File: config.mk
export PLATFORM = sky130hd
export DESIGN_NAME = mmi_mac_if
export DESIGN_NICKNAME = d
export VERILOG_FILES = /design/src/mmi_pkg.sv /design/src/mmi_buf2.sv /design/src/mmi_mac_if.sv /design/src/mmi_sync.sv
export VERILOG_INCLUDE_DIRS = /design/src
export SDC_FILE = /design/constraint.sdc
export NUM_CORES = 1
export LEC_CHECK = 0
export BUFFER_PORTS_ARGS = -buffer_cell sky130_fd_sc_hd__buf_4
export CORE_MARGIN = 4
export CORE_UTILIZATION = 25
export CTS_BUF_LIST = sky130_fd_sc_hd__clkbuf_8
export CTS_CLUSTER_DIAMETER = 150
export DETAILED_ROUTE_END_ITERATION = 10
export MAX_ROUTING_LAYER = met4
export SLEW_MARGIN = 20
export SYNTH_ARGS = -nofsm -noshare
export SYNTH_HDL_FRONTEND = slang
export SYNTH_SLANG_ARGS = --single-unit
File: constraint.sdc
create_clock -name i_mclk -period 4.99 [get_ports i_mclk]
set_input_delay 0.998 -clock i_mclk [delete_from_list [all_inputs] [get_ports i_mclk]]
set_output_delay 0.998 -clock i_mclk [all_outputs]
set_load 0.02 [all_outputs]
File: src/mmi_map.svh
// constants for the mac interface block of the phy
// Functional notes
// with autoneg off, forced speed and duplex bits apply; ignored otherwise.
// half duplex carrier sense covers transmit or receive activity.
// half duplex collision when receiving while transmitting.
// full duplex transmits and receives together; carrier sense is receive only.
// full duplex never raises the collision indication.
// pair swap follows cabling unless the swap disable control is set.
// mii or rmii chosen by the interface select strap level.
// mii mode drives transmit clock; mac sends 4-bit nibble on its rise.
// mac holds tx enable during valid nibbles and flags errors on tx error.
// mii mode drives receive nibble and clock; mac samples while data valid.
// receive error is driven high on a detected receive data error.
// rmii uses one shared reference clock with 2-bit paths both ways.
// crs_dv rises as soon as carrier is detected.
// on carrier loss crs_dv falls only on a first di-bit.
// with bits left after carrier, crs_dv high on second, low on first di-bit.
// during false carrier crs_dv stays high for the whole activity.
// after crs_dv rises, receive di-bit is 00 until decoded data is ready.
// reference clock runs continuously; all rmii signals timed to it.
// rmii transmit is unbuffered; receive passes an elasticity buffer.
// rmii shows crs_dv on the collision pin; mii-only pins unused.
// board ties upper two transmit data inputs low in rmii mode.
// rmii mode always drives receive error; mac may ignore it.
// 10 mb/s mii nibbles valid on rising edge of 2.5 mhz receive clock.
// rmii reference clock is 50 mhz; 10 mb/s di-bit held ten cycles.
// 100 mb/s mii runs 25 mhz clocks, one nibble per clock.
`ifndef MMI_MAP_SVH
`define MMI_MAP_SVH
`define MMI_CLK_MHZ 25
`define MMI_TXCLK_10_NS 400
// 10 mb/s mii clock half period in own clock cycles
`define MMI_HALF_10 ((`MMI_TXCLK_10_NS * `MMI_CLK_MHZ) / 2000)
`define MMI_DIBIT_HOLD_10 10
`define MMI_RST_CRSDV 1'b0
`endif

File: src/mmi_pkg.sv
// types for the mac interface block
package mmi_pkg;
  typedef enum logic [1:0] {
    MMI_RX_IDLE = 2'b00,
    MMI_RX_PRE = 2'b01,
    MMI_RX_DATA = 2'b10,
    MMI_RX_DRAIN = 2'b11
  } mmi_rx_e;
endpackage

File: src/mmi_buf2.sv
// two-entry valid/ready buffer
`timescale 1ns/1ps
module mmi_buf2 #(
  parameter int W = 6,
  parameter int DEPTH = 2
) (
  input wire logic i_mclk,
  input wire logic i_rst,
  input wire logic i_valid,
  output logic o_ready,
  input wire logic [W-1:0] i_data,
  output logic o_valid,
  input wire logic i_ready,
  output logic [W-1:0] o_data
);
  logic [W-1:0] mem [DEPTH];
  logic [1:0] cnt_q;
  logic rd_q;
  logic wr_q;
  logic push;
  logic pop;
  assign o_ready = (cnt_q != 2'(DEPTH));
  assign o_valid = (cnt_q != 2'h0);
  assign push = i_valid && o_ready;
  assign pop = o_valid && i_ready;
  assign o_data = mem[rd_q];
  // storage written on push; reset not needed for data
  always_ff @(posedge i_mclk) begin
    if (push) begin
      mem[wr_q] <= i_data;
    end
  end
  // pointers and fill count
  always_ff @(posedge i_mclk) begin
    if (i_rst) begin
      cnt_q <= 2'h0;
      rd_q <= 1'b0;
      wr_q <= 1'b0;
    end else begin
      if (push) begin
        wr_q <= ~wr_q;
      end
      if (pop) begin
        rd_q <= ~rd_q;
      end
      cnt_q <= cnt_q + 2'(push) - 2'(pop);
    end
  end
endmodule

File: src/mmi_mac_if.sv
// mii/rmii mac-facing logic of the transceiver
`timescale 1ns/1ps
`include "mmi_map.svh"
module mmi_mac_if (
  input wire logic i_mclk,
  input wire logic i_rst,
  input wire logic i_interface_select_strap,
  input wire logic i_autoneg_en,
  input wire logic i_an_speed100,
  input wire logic i_an_full_duplex,
  input wire logic i_force_speed100,
  input wire logic i_force_full_duplex,
  input wire logic i_pair_swap_disable,
  input wire logic i_crossover_seen,
  input wire logic i_ref_clk,
  input wire logic [3:0] i_txd,
  input wire logic i_tx_en,
  input wire logic i_tx_er,
  output logic [3:0] o_line_txd,
  output logic o_line_tx_en,
  output logic o_line_tx_er,
  input wire logic i_line_carrier,
  input wire logic i_line_valid,
  input wire logic [3:0] i_line_rxd,
  input wire logic i_line_err,
  output logic o_line_ready,
  output logic o_txclk,
  output logic o_rxclk,
  output logic [3:0] o_rxd,
  output logic o_rx_dv,
  output logic o_rx_er,
  output logic o_crs,
  output logic o_col_crs_dv,
  output logic o_rmii_mode,
  output logic o_speed100,
  output logic o_full_duplex,
  output logic o_pair_swap
);
  logic rmii_q;
  logic strap_seen_q;
  logic speed100;
  logic fdx;
  logic ref_s;
  logic ref_prev_q;
  logic ref_rise;
  logic [3:0] hold_q;
  logic dibit_tick;
  logic [3:0] div_q;
  logic mii_clk_q;
  logic mii_tick;
  logic phase_q;
  logic [3:0] cur_q;
  logic cur_er_q;
  logic [3:0] txn_q;
  logic buf_valid;
  logic [4:0] buf_data;
  logic buf_pop;
  logic carrier_s;
  logic tx_act;
  mmi_pkg::mmi_rx_e st_q;

  // strap caught once after reset release, then frozen
  always_ff @(posedge i_mclk) begin
    if (i_rst) begin
      rmii_q <= 1'b0;
      strap_seen_q <= 1'b0;
    end else if (!strap_seen_q) begin
      rmii_q <= i_interface_select_strap;
      strap_seen_q <= 1'b1;
    end
  end
  assign o_rmii_mode = rmii_q;

  // forced bits only matter with autoneg off
  assign speed100 = i_autoneg_en ? i_an_speed100 : i_force_speed100;
  assign fdx = i_autoneg_en ? i_an_full_duplex : i_force_full_duplex;
  assign o_speed100 = speed100;
  assign o_full_duplex = fdx;

  // swap follows cable unless disabled
  always_ff @(posedge i_mclk) begin
    if (i_rst) begin
      o_pair_swap <= 1'b0;
    end else if (!i_pair_swap_disable) begin
      o_pair_swap <= i_crossover_seen;
    end else begin
      o_pair_swap <= 1'b0;
    end
  end

  // reference clock and carrier are foreign; synchronise both
  mmi_sync #(.W(2)) u_sync (
    .i_mclk(i_mclk),
    .i_rst(i_rst),
    .i_async({i_ref_clk, i_line_carrier}),
    .o_sync({ref_s, carrier_s})
  );

  // edge of reference clock; limited by sampling, bench runs it slow
  always_ff @(posedge i_mclk) begin
    if (i_rst) begin
      ref_prev_q <= 1'b0;
    end else begin
      ref_prev_q <= ref_s;
    end
  end
  assign ref_rise = ref_s && !ref_prev_q;

  // at 10 mb/s each di-bit holds for ten reference edges
  always_ff @(posedge i_mclk) begin
    if (i_rst) begin
      hold_q <= 4'h0;
    end else if (ref_rise) begin
      if (speed100 || hold_q == 4'(`MMI_DIBIT_HOLD_10 - 1)) begin
        hold_q <= 4'h0;
      end else begin
        hold_q <= hold_q + 4'h1;
      end
    end
  end
  assign dibit_tick = ref_rise && (speed100 || hold_q == 4'h0);

  // mii clock: 25 mhz is our own clock, 2.5 mhz by divider
  always_ff @(posedge i_mclk) begin
    if (i_rst) begin
      div_q <= 4'h0;
      mii_clk_q <= 1'b0;
    end else if (div_q == 4'(`MMI_HALF_10 - 1)) begin
      div_q <= 4'h0;
      mii_clk_q <= ~mii_clk_q;
    end else begin
      div_q <= div_q + 4'h1;
    end
  end
  // at 100 mb/s the nibble moves every cycle; clock out is inverted mclk
  assign mii_tick = speed100 ? 1'b1 :
                    (div_q == 4'(`MMI_HALF_10 - 1)) && mii_clk_q;
  assign o_txclk = rmii_q ? 1'b0 :
                   (speed100 ? ~i_mclk : mii_clk_q);
  assign o_rxclk = o_txclk;

  // transmit: capture nibble or di-bit straight to line, no buffer
  always_ff @(posedge i_mclk) begin
    if (i_rst) begin
      o_line_txd <= 4'h0;
      o_line_tx_en <= 1'b0;
      o_line_tx_er <= 1'b0;
      txn_q <= 4'h0;
    end else if (rmii_q) begin
      if (dibit_tick) begin
        // upper data pins are tied low by the board and ignored
        txn_q <= {i_txd[1:0], txn_q[3:2]};
        o_line_tx_en <= i_tx_en;
        o_line_tx_er <= 1'b0;
        if (phase_q) begin
          o_line_txd <= {i_txd[1:0], txn_q[3:2]};
        end
      end
    end else if (mii_tick) begin
      o_line_txd <= i_txd;
      o_line_tx_en <= i_tx_en;
      o_line_tx_er <= i_tx_en && i_tx_er;
    end
  end
  assign tx_act = o_line_tx_en;

  // elasticity buffer between recovered line data and local timing
  mmi_buf2 #(.W(5), .DEPTH(2)) u_buf (
    .i_mclk(i_mclk),
    .i_rst(i_rst),
    .i_valid(i_line_valid),
    .o_ready(o_line_ready),
    .i_data({i_line_err, i_line_rxd}),
    .o_valid(buf_valid),
    .i_ready(buf_pop),
    .o_data(buf_data)
  );

  // a nibble is taken at start of each nibble time
  assign buf_pop = rmii_q ? (dibit_tick && !phase_q) : mii_tick;

  // receive sequencer: idle, preamble zeros, data, drain after carrier
  always_ff @(posedge i_mclk) begin
    if (i_rst) begin
      st_q <= mmi_pkg::MMI_RX_IDLE;
      phase_q <= 1'b0;
      cur_q <= 4'h0;
      cur_er_q <= 1'b0;
    end else begin
      if (dibit_tick) begin
        phase_q <= ~phase_q;
      end
      if (buf_pop) begin
        cur_q <= buf_valid ? buf_data[3:0] : 4'h0;
        cur_er_q <= buf_valid && buf_data[4];
      end
      case (st_q)
        mmi_pkg::MMI_RX_IDLE: begin
          if (carrier_s) begin
            st_q <= mmi_pkg::MMI_RX_PRE;
          end
        end
        mmi_pkg::MMI_RX_PRE: begin
          if (buf_pop && buf_valid) begin
            st_q <= mmi_pkg::MMI_RX_DATA;
          end else if (!carrier_s && buf_pop) begin
            st_q <= mmi_pkg::MMI_RX_IDLE;
          end
        end
        mmi_pkg::MMI_RX_DATA: begin
          if (!carrier_s && buf_pop) begin
            st_q <= buf_valid ? mmi_pkg::MMI_RX_DRAIN :
                                mmi_pkg::MMI_RX_IDLE;
          end
        end
        mmi_pkg::MMI_RX_DRAIN: begin
          if (buf_pop && !buf_valid) begin
            st_q <= mmi_pkg::MMI_RX_IDLE;
          end
        end
        default: begin
          st_q <= mmi_pkg::MMI_RX_IDLE;
        end
      endcase
    end
  end

  // mii data and rmii di-bit outputs, registered
  always_ff @(posedge i_mclk) begin
    if (i_rst) begin
      o_rxd <= 4'h0;
      o_rx_dv <= 1'b0;
      o_rx_er <= 1'b0;
    end else if (rmii_q) begin
      // rmii di-bit: low half first, then high half; phase_q is set
      // by the pop tick, so high phase means the first di-bit is shown
      o_rxd <= {2'b00, phase_q ? cur_q[1:0] : cur_q[3:2]};
      o_rx_dv <= 1'b0;
      o_rx_er <= (st_q != mmi_pkg::MMI_RX_IDLE) && cur_er_q;
    end else if (mii_tick) begin
      o_rxd <= cur_q;
      o_rx_dv <= (st_q == mmi_pkg::MMI_RX_DATA) ||
                 (st_q == mmi_pkg::MMI_RX_DRAIN);
      o_rx_er <= (st_q != mmi_pkg::MMI_RX_IDLE) && cur_er_q;
    end
  end

  // carrier sense per duplex mode
  assign o_crs = rmii_q ? 1'b0 :
                 (fdx ? carrier_s : (carrier_s || tx_act));

  // collision pin or crs_dv; carrier rise shown without waiting a tick
  always_comb begin
    if (rmii_q) begin
      case (st_q)
        mmi_pkg::MMI_RX_IDLE: o_col_crs_dv = carrier_s;
        mmi_pkg::MMI_RX_PRE: o_col_crs_dv = 1'b1;
        mmi_pkg::MMI_RX_DATA: o_col_crs_dv = 1'b1;
        // low on the first di-bit, high on the second
        mmi_pkg::MMI_RX_DRAIN: o_col_crs_dv = !phase_q;
        default: o_col_crs_dv = `MMI_RST_CRSDV;
      endcase
    end else begin
      o_col_crs_dv = !fdx && tx_act && carrier_s;
    end
  end
endmodule

File: src/mmi_sync.sv
// three-stage synchroniser with agreement of last two stages
`timescale 1ns/1ps
module mmi_sync #(
  parameter int W = 1
) (
  input wire logic i_mclk,
  input wire logic i_rst,
  input wire logic [W-1:0] i_async,
  output logic [W-1:0] o_sync
);
  logic [W-1:0] s1_q;
  logic [W-1:0] s2_q;
  logic [W-1:0] s3_q;
  // first stage feeds only the second
  always_ff @(posedge i_mclk) begin
    if (i_rst) begin
      s1_q <= '0;
      s2_q <= '0;
      s3_q <= '0;
    end else begin
      s1_q <= i_async;
      s2_q <= s1_q;
      s3_q <= s2_q;
    end
  end
  // a bit changes only once stages two and three agree
  always_ff @(posedge i_mclk) begin
    if (i_rst) begin
      o_sync <= '0;
    end else begin
      for (int k = 0; k < W; k++) begin
        if (s2_q[k] == s3_q[k]) begin
          o_sync[k] <= s3_q[k];
        end
      end
    end
  end
endmodule
==> reports/qor_table.md <==
| Step | Metric | This run |
| --- | --- | --- |
| outcome | Result of the run | finished clean |
| routing | Overall routed net length | 5.34 mm |
| layout | Post-Layout Cell Count | 446 |
| yosys | Synth cell count leaders | sky130_fd_sc_hd__dfxtp_1, sky130_fd_sc_hd__nor2_1, sky130_fd_sc_hd__a21oi_1, sky130_fd_sc_hd__nand2_1, sky130_fd_sc_hd__mux2i_1 |
| sta | Unrepaired setup endpoints after global routing | no |
| floorplanning | I/O pin count | 45 |
| sta | Hold Violations, Final | 0 |
| setup path | Critical path arrival | 3.78 ns |
| power | Leakage | 1.32 nW |
| sta | Final sum of negative setup slack | 0 ns |
| layout | Fin nets | 342 |
| power | Cell-internal power | 0.965 mW |
| place | Routability cong. | 0.755 |
| power | Power dissipated by switching net loads | 0.316 mW |
| place | Detailed placement HPWL | 3.68 mm |
| routing | Mean routed wirelength per cell | 12.0 um |
| setup path | Startpoint class of the critical path | clock port |
| place | Number of cells after detailed placement | 421 |
| layout | Layout cell share with drive strength beyond 1 | 25.9% |
| global routing | Global router's overall resource usage | 10.3% |
| routing | Residual DRC count | 0 |
| routing | Vias | 1947 |
| global routing | Global-route wire length before repair | 8.80 mm |
| yosys | Share of the synthesized area in the top cell type | 37.6% |
| power | Switching power share of the total | 24.7% |
| yosys | Number of synthesized register bits | 58 |
| routing | Number of vias per cell | 4.37 |
| yosys | Leading post-synthesis cells by cell area | sky130_fd_sc_hd__dfxtp_1, sky130_fd_sc_hd__edfxtp_1, sky130_fd_sc_hd__mux2i_1, sky130_fd_sc_hd__ha_1, sky130_fd_sc_hd__nor2_1 |
| global routing | Total gr overflow | 0 |
| setup path | Worst Path Required | 3.99 ns |
| yosys | Distinct cell type count after synthesis | 51 |
| job | Number of maximum-capacitance constraint violations | 0 |
| layout | Antenna diode count | 0 |
| power | Proportion of power drawn by combinational gates | 10.6% |
| yosys | Fraction of the yosys area taken by sequential cells | 49.4% |
| yosys | Post-synth top flop | sky130_fd_sc_hd__dfxtp_1 |
| routing | Number of DRC violations after detailed-routing iteration 0 | 70 |
| yosys | Average instance area after synthesis | 9.98 um^2 |
| setup path | Largest driver fanout on the critical path | 2 |
| floorplanning | Height of the die | 109 um |
| setup path | Critical Path Sink Type | output pin |
| global routing | Largest net degree at the start of global routing | 47 |
| floorplanning | Initial standard-cell utilization of the core | 25.9% |
| clock tree | Hold_buf cts | 0 |
| clock tree | Clk_lat worst skew | 0.44 ns |
| power | Share of power burned in the clock network | 48.8% |
| place | Dpl cell area | 2970 um^2 |
| floorplanning | Core ar. | 9860 um^2 |
| hold path | Number of cells on the worst hold path | 1 |
| sta | Number of max-slew violations in the final report | 0 |
| place | I/O Buffers | 44 |
| sta | Transition time of the tightest slew-check pin | 0.773 ns |
| global routing | Via count of the first global-routing pass | 1987 |
| floorplanning | # rows | 36 |
| sta | Clock tree skew after final layout | 0.00527 ns |
| clock tree | Total of cells resized after clock tree synthesis | 0 |
| yosys | Yosys warnings | 0 |
| yosys | Number of instances in the synthesized netlist | 256 |
| floorplanning | Full die area | 11900 um^2 |
| yosys | Most common cell in the netlist | sky130_fd_sc_hd__dfxtp_1 |
| layout | Cell area after layout | 3310 um^2 |
| global routing | Initial antenna violation count | 0 |
| yosys | Number of nets in the synthesized netlist | 290 |
| clock tree | Clock Pin Slew Worst Setup and Hold Paths | 0.06 ns |
| power | Worst IR drop on VDD | 0.159 mV |
| layout | Layout Area Growth over Synthesis | 29.4% |
| power | Sequential group share of total power | 40.7% |
| yosys | Number of synthesized flops with an enable pin | 10 |
| routing | First-pass iteration count of the detailed router | 4 |
| floorplanning | Width of the chip | 109 um |
| setup path | R2R depth | 8 |
| setup path | Class of the most critical setup path | clock port to output pin |
| clock tree | Total setup buffers inserted after CTS | 0 |
| routing | Routed Antenna Nets | 0 |
| power | Pwr Density | 387 nW/um^2 |
| sta | Max transition margin | 47.8% |
| sta | Final setup violation count | 0 |
| hold path | Path type of the worst min-delay path | flop to flop |
| yosys | Share of async-settable or async-resettable flops after synthesis | 0% |
| yosys | Post-Syn Area | 2550 um^2 |
| clock tree | TritonCTS clock tree | done |
| yosys | Most area-hungry cell type in the Yosys netlist | sky130_fd_sc_hd__dfxtp_1 |
cell families (layout without fill, tap and decap cells):
family,count (synthesis),count (layout),share of synthesized area (%)
simple gates,88,88,17.3
compound gates,48,48,13.3
flops,58,58,49.4
fa+ha+maj,10,10,4.90
buf+inv,27,84,5.24
mux,19,19,7.88
xor+xnor,6,6,2.06
cell usage in the layout, fill, tap and decap left out, drive strengths merged, types with 3 or more instances in the layout:
cell,instances
xnor2,4
nand2b,3
mux2,3
mux2i,16
inv,16
buf,44
a21oi,18
a211oi,7
nor3,8
o21ai,11
nor2b,11
or3,6
edfxtp,10
clkinv,3
nand2,17
nor2,29
ha,10
clkbuf,18
dfxtp,48
nor3b,4
registers in the layout, summed over array words and instances, names as in the netlist, 4 cells and up, named ones only:
signal and cells:
o_line_txd 4, hold_q 4, o_rxd 4, u_buf.mem 10, div_q 4, cur_q 4
per-layer routing:
layer,global-route usage [%],part of all wire (%),vias up,wire length (um)
li1,-,-,993,-
met4,6.76,2.0,0,107
met2,13.5,43,63,2290
met3,6.39,8.6,16,462
met1,11.6,47,875,2490
met5,-,0,-,0
power by group through the flow:
stage,logic (mW),clock network [mW],registers [mW]
3_3_place_gp,0.134,0.0168,0.530
3_5_place_dp,0.136,0.0168,0.531
2_1_floorplan,0.0902,0.0131,0.533
6_report,0.136,0.625,0.521
5_1_grt,0.152,0.672,0.524
4_1_cts,0.137,0.651,0.521
worst paths after layout:
kind	from	endpoint	slack, ns
setup reg to reg	o_rmii_mode	u_buf.cnt_q[1]	2.42
hold reg to reg	u_sync.s1_q[1]	u_sync.s2_q[1]	0.44
hold / removal	u_sync.s1_q[1]	u_sync.s2_q[1]	0.44
setup / recovery	i_mclk	o_txclk	0.22
area by class of cell:
cell class	count	area (um^2)
timing repair buffer	42	315
clock buffer	20	263
inverter	15	56.3
clock inverter	7	85.1
fill	1012	6560
tap	133	166
multi-input combinational	171	1160
sequential	58	1260
stage by stage:
| stage | worst slack (ns) | hold WS (ns) | total power [mW] | util (%) |
|---|---|---|---|---|
| finish | 0.215 | 0.437 | 1.28 | 33.5 |
| global route | 0.181 | 0.463 | 1.35 | 33.5 |
| CTS | 0.192 | 0.444 | 1.31 | 33.5 |
| detailed placement | 1.08 | 0.429 | 0.684 | 30.1 |
| global placement | 1.08 | 0.422 | 0.681 | 30.1 |
| floorplan | 0.649 | 0.414 | 0.636 | - |
worst max-delay path: stages:
cell	delay, ns
sky130_fd_sc_hd__clkbuf_8	0.11
sky130_fd_sc_hd__clkbuf_8	0.12
sky130_fd_sc_hd__clkbuf_8	0.12
sky130_fd_sc_hd__clkbuf_8	0.12
sky130_fd_sc_hd__clkbuf_8	0.12
sky130_fd_sc_hd__a211oi_1	0.25
sky130_fd_sc_hd__clkbuf_8	0.20
sky130_fd_sc_hd__clkbuf_8	0.11
sky130_fd_sc_hd__buf_4	0.13
No activity file was read; power rests on OpenSTA's default activity.
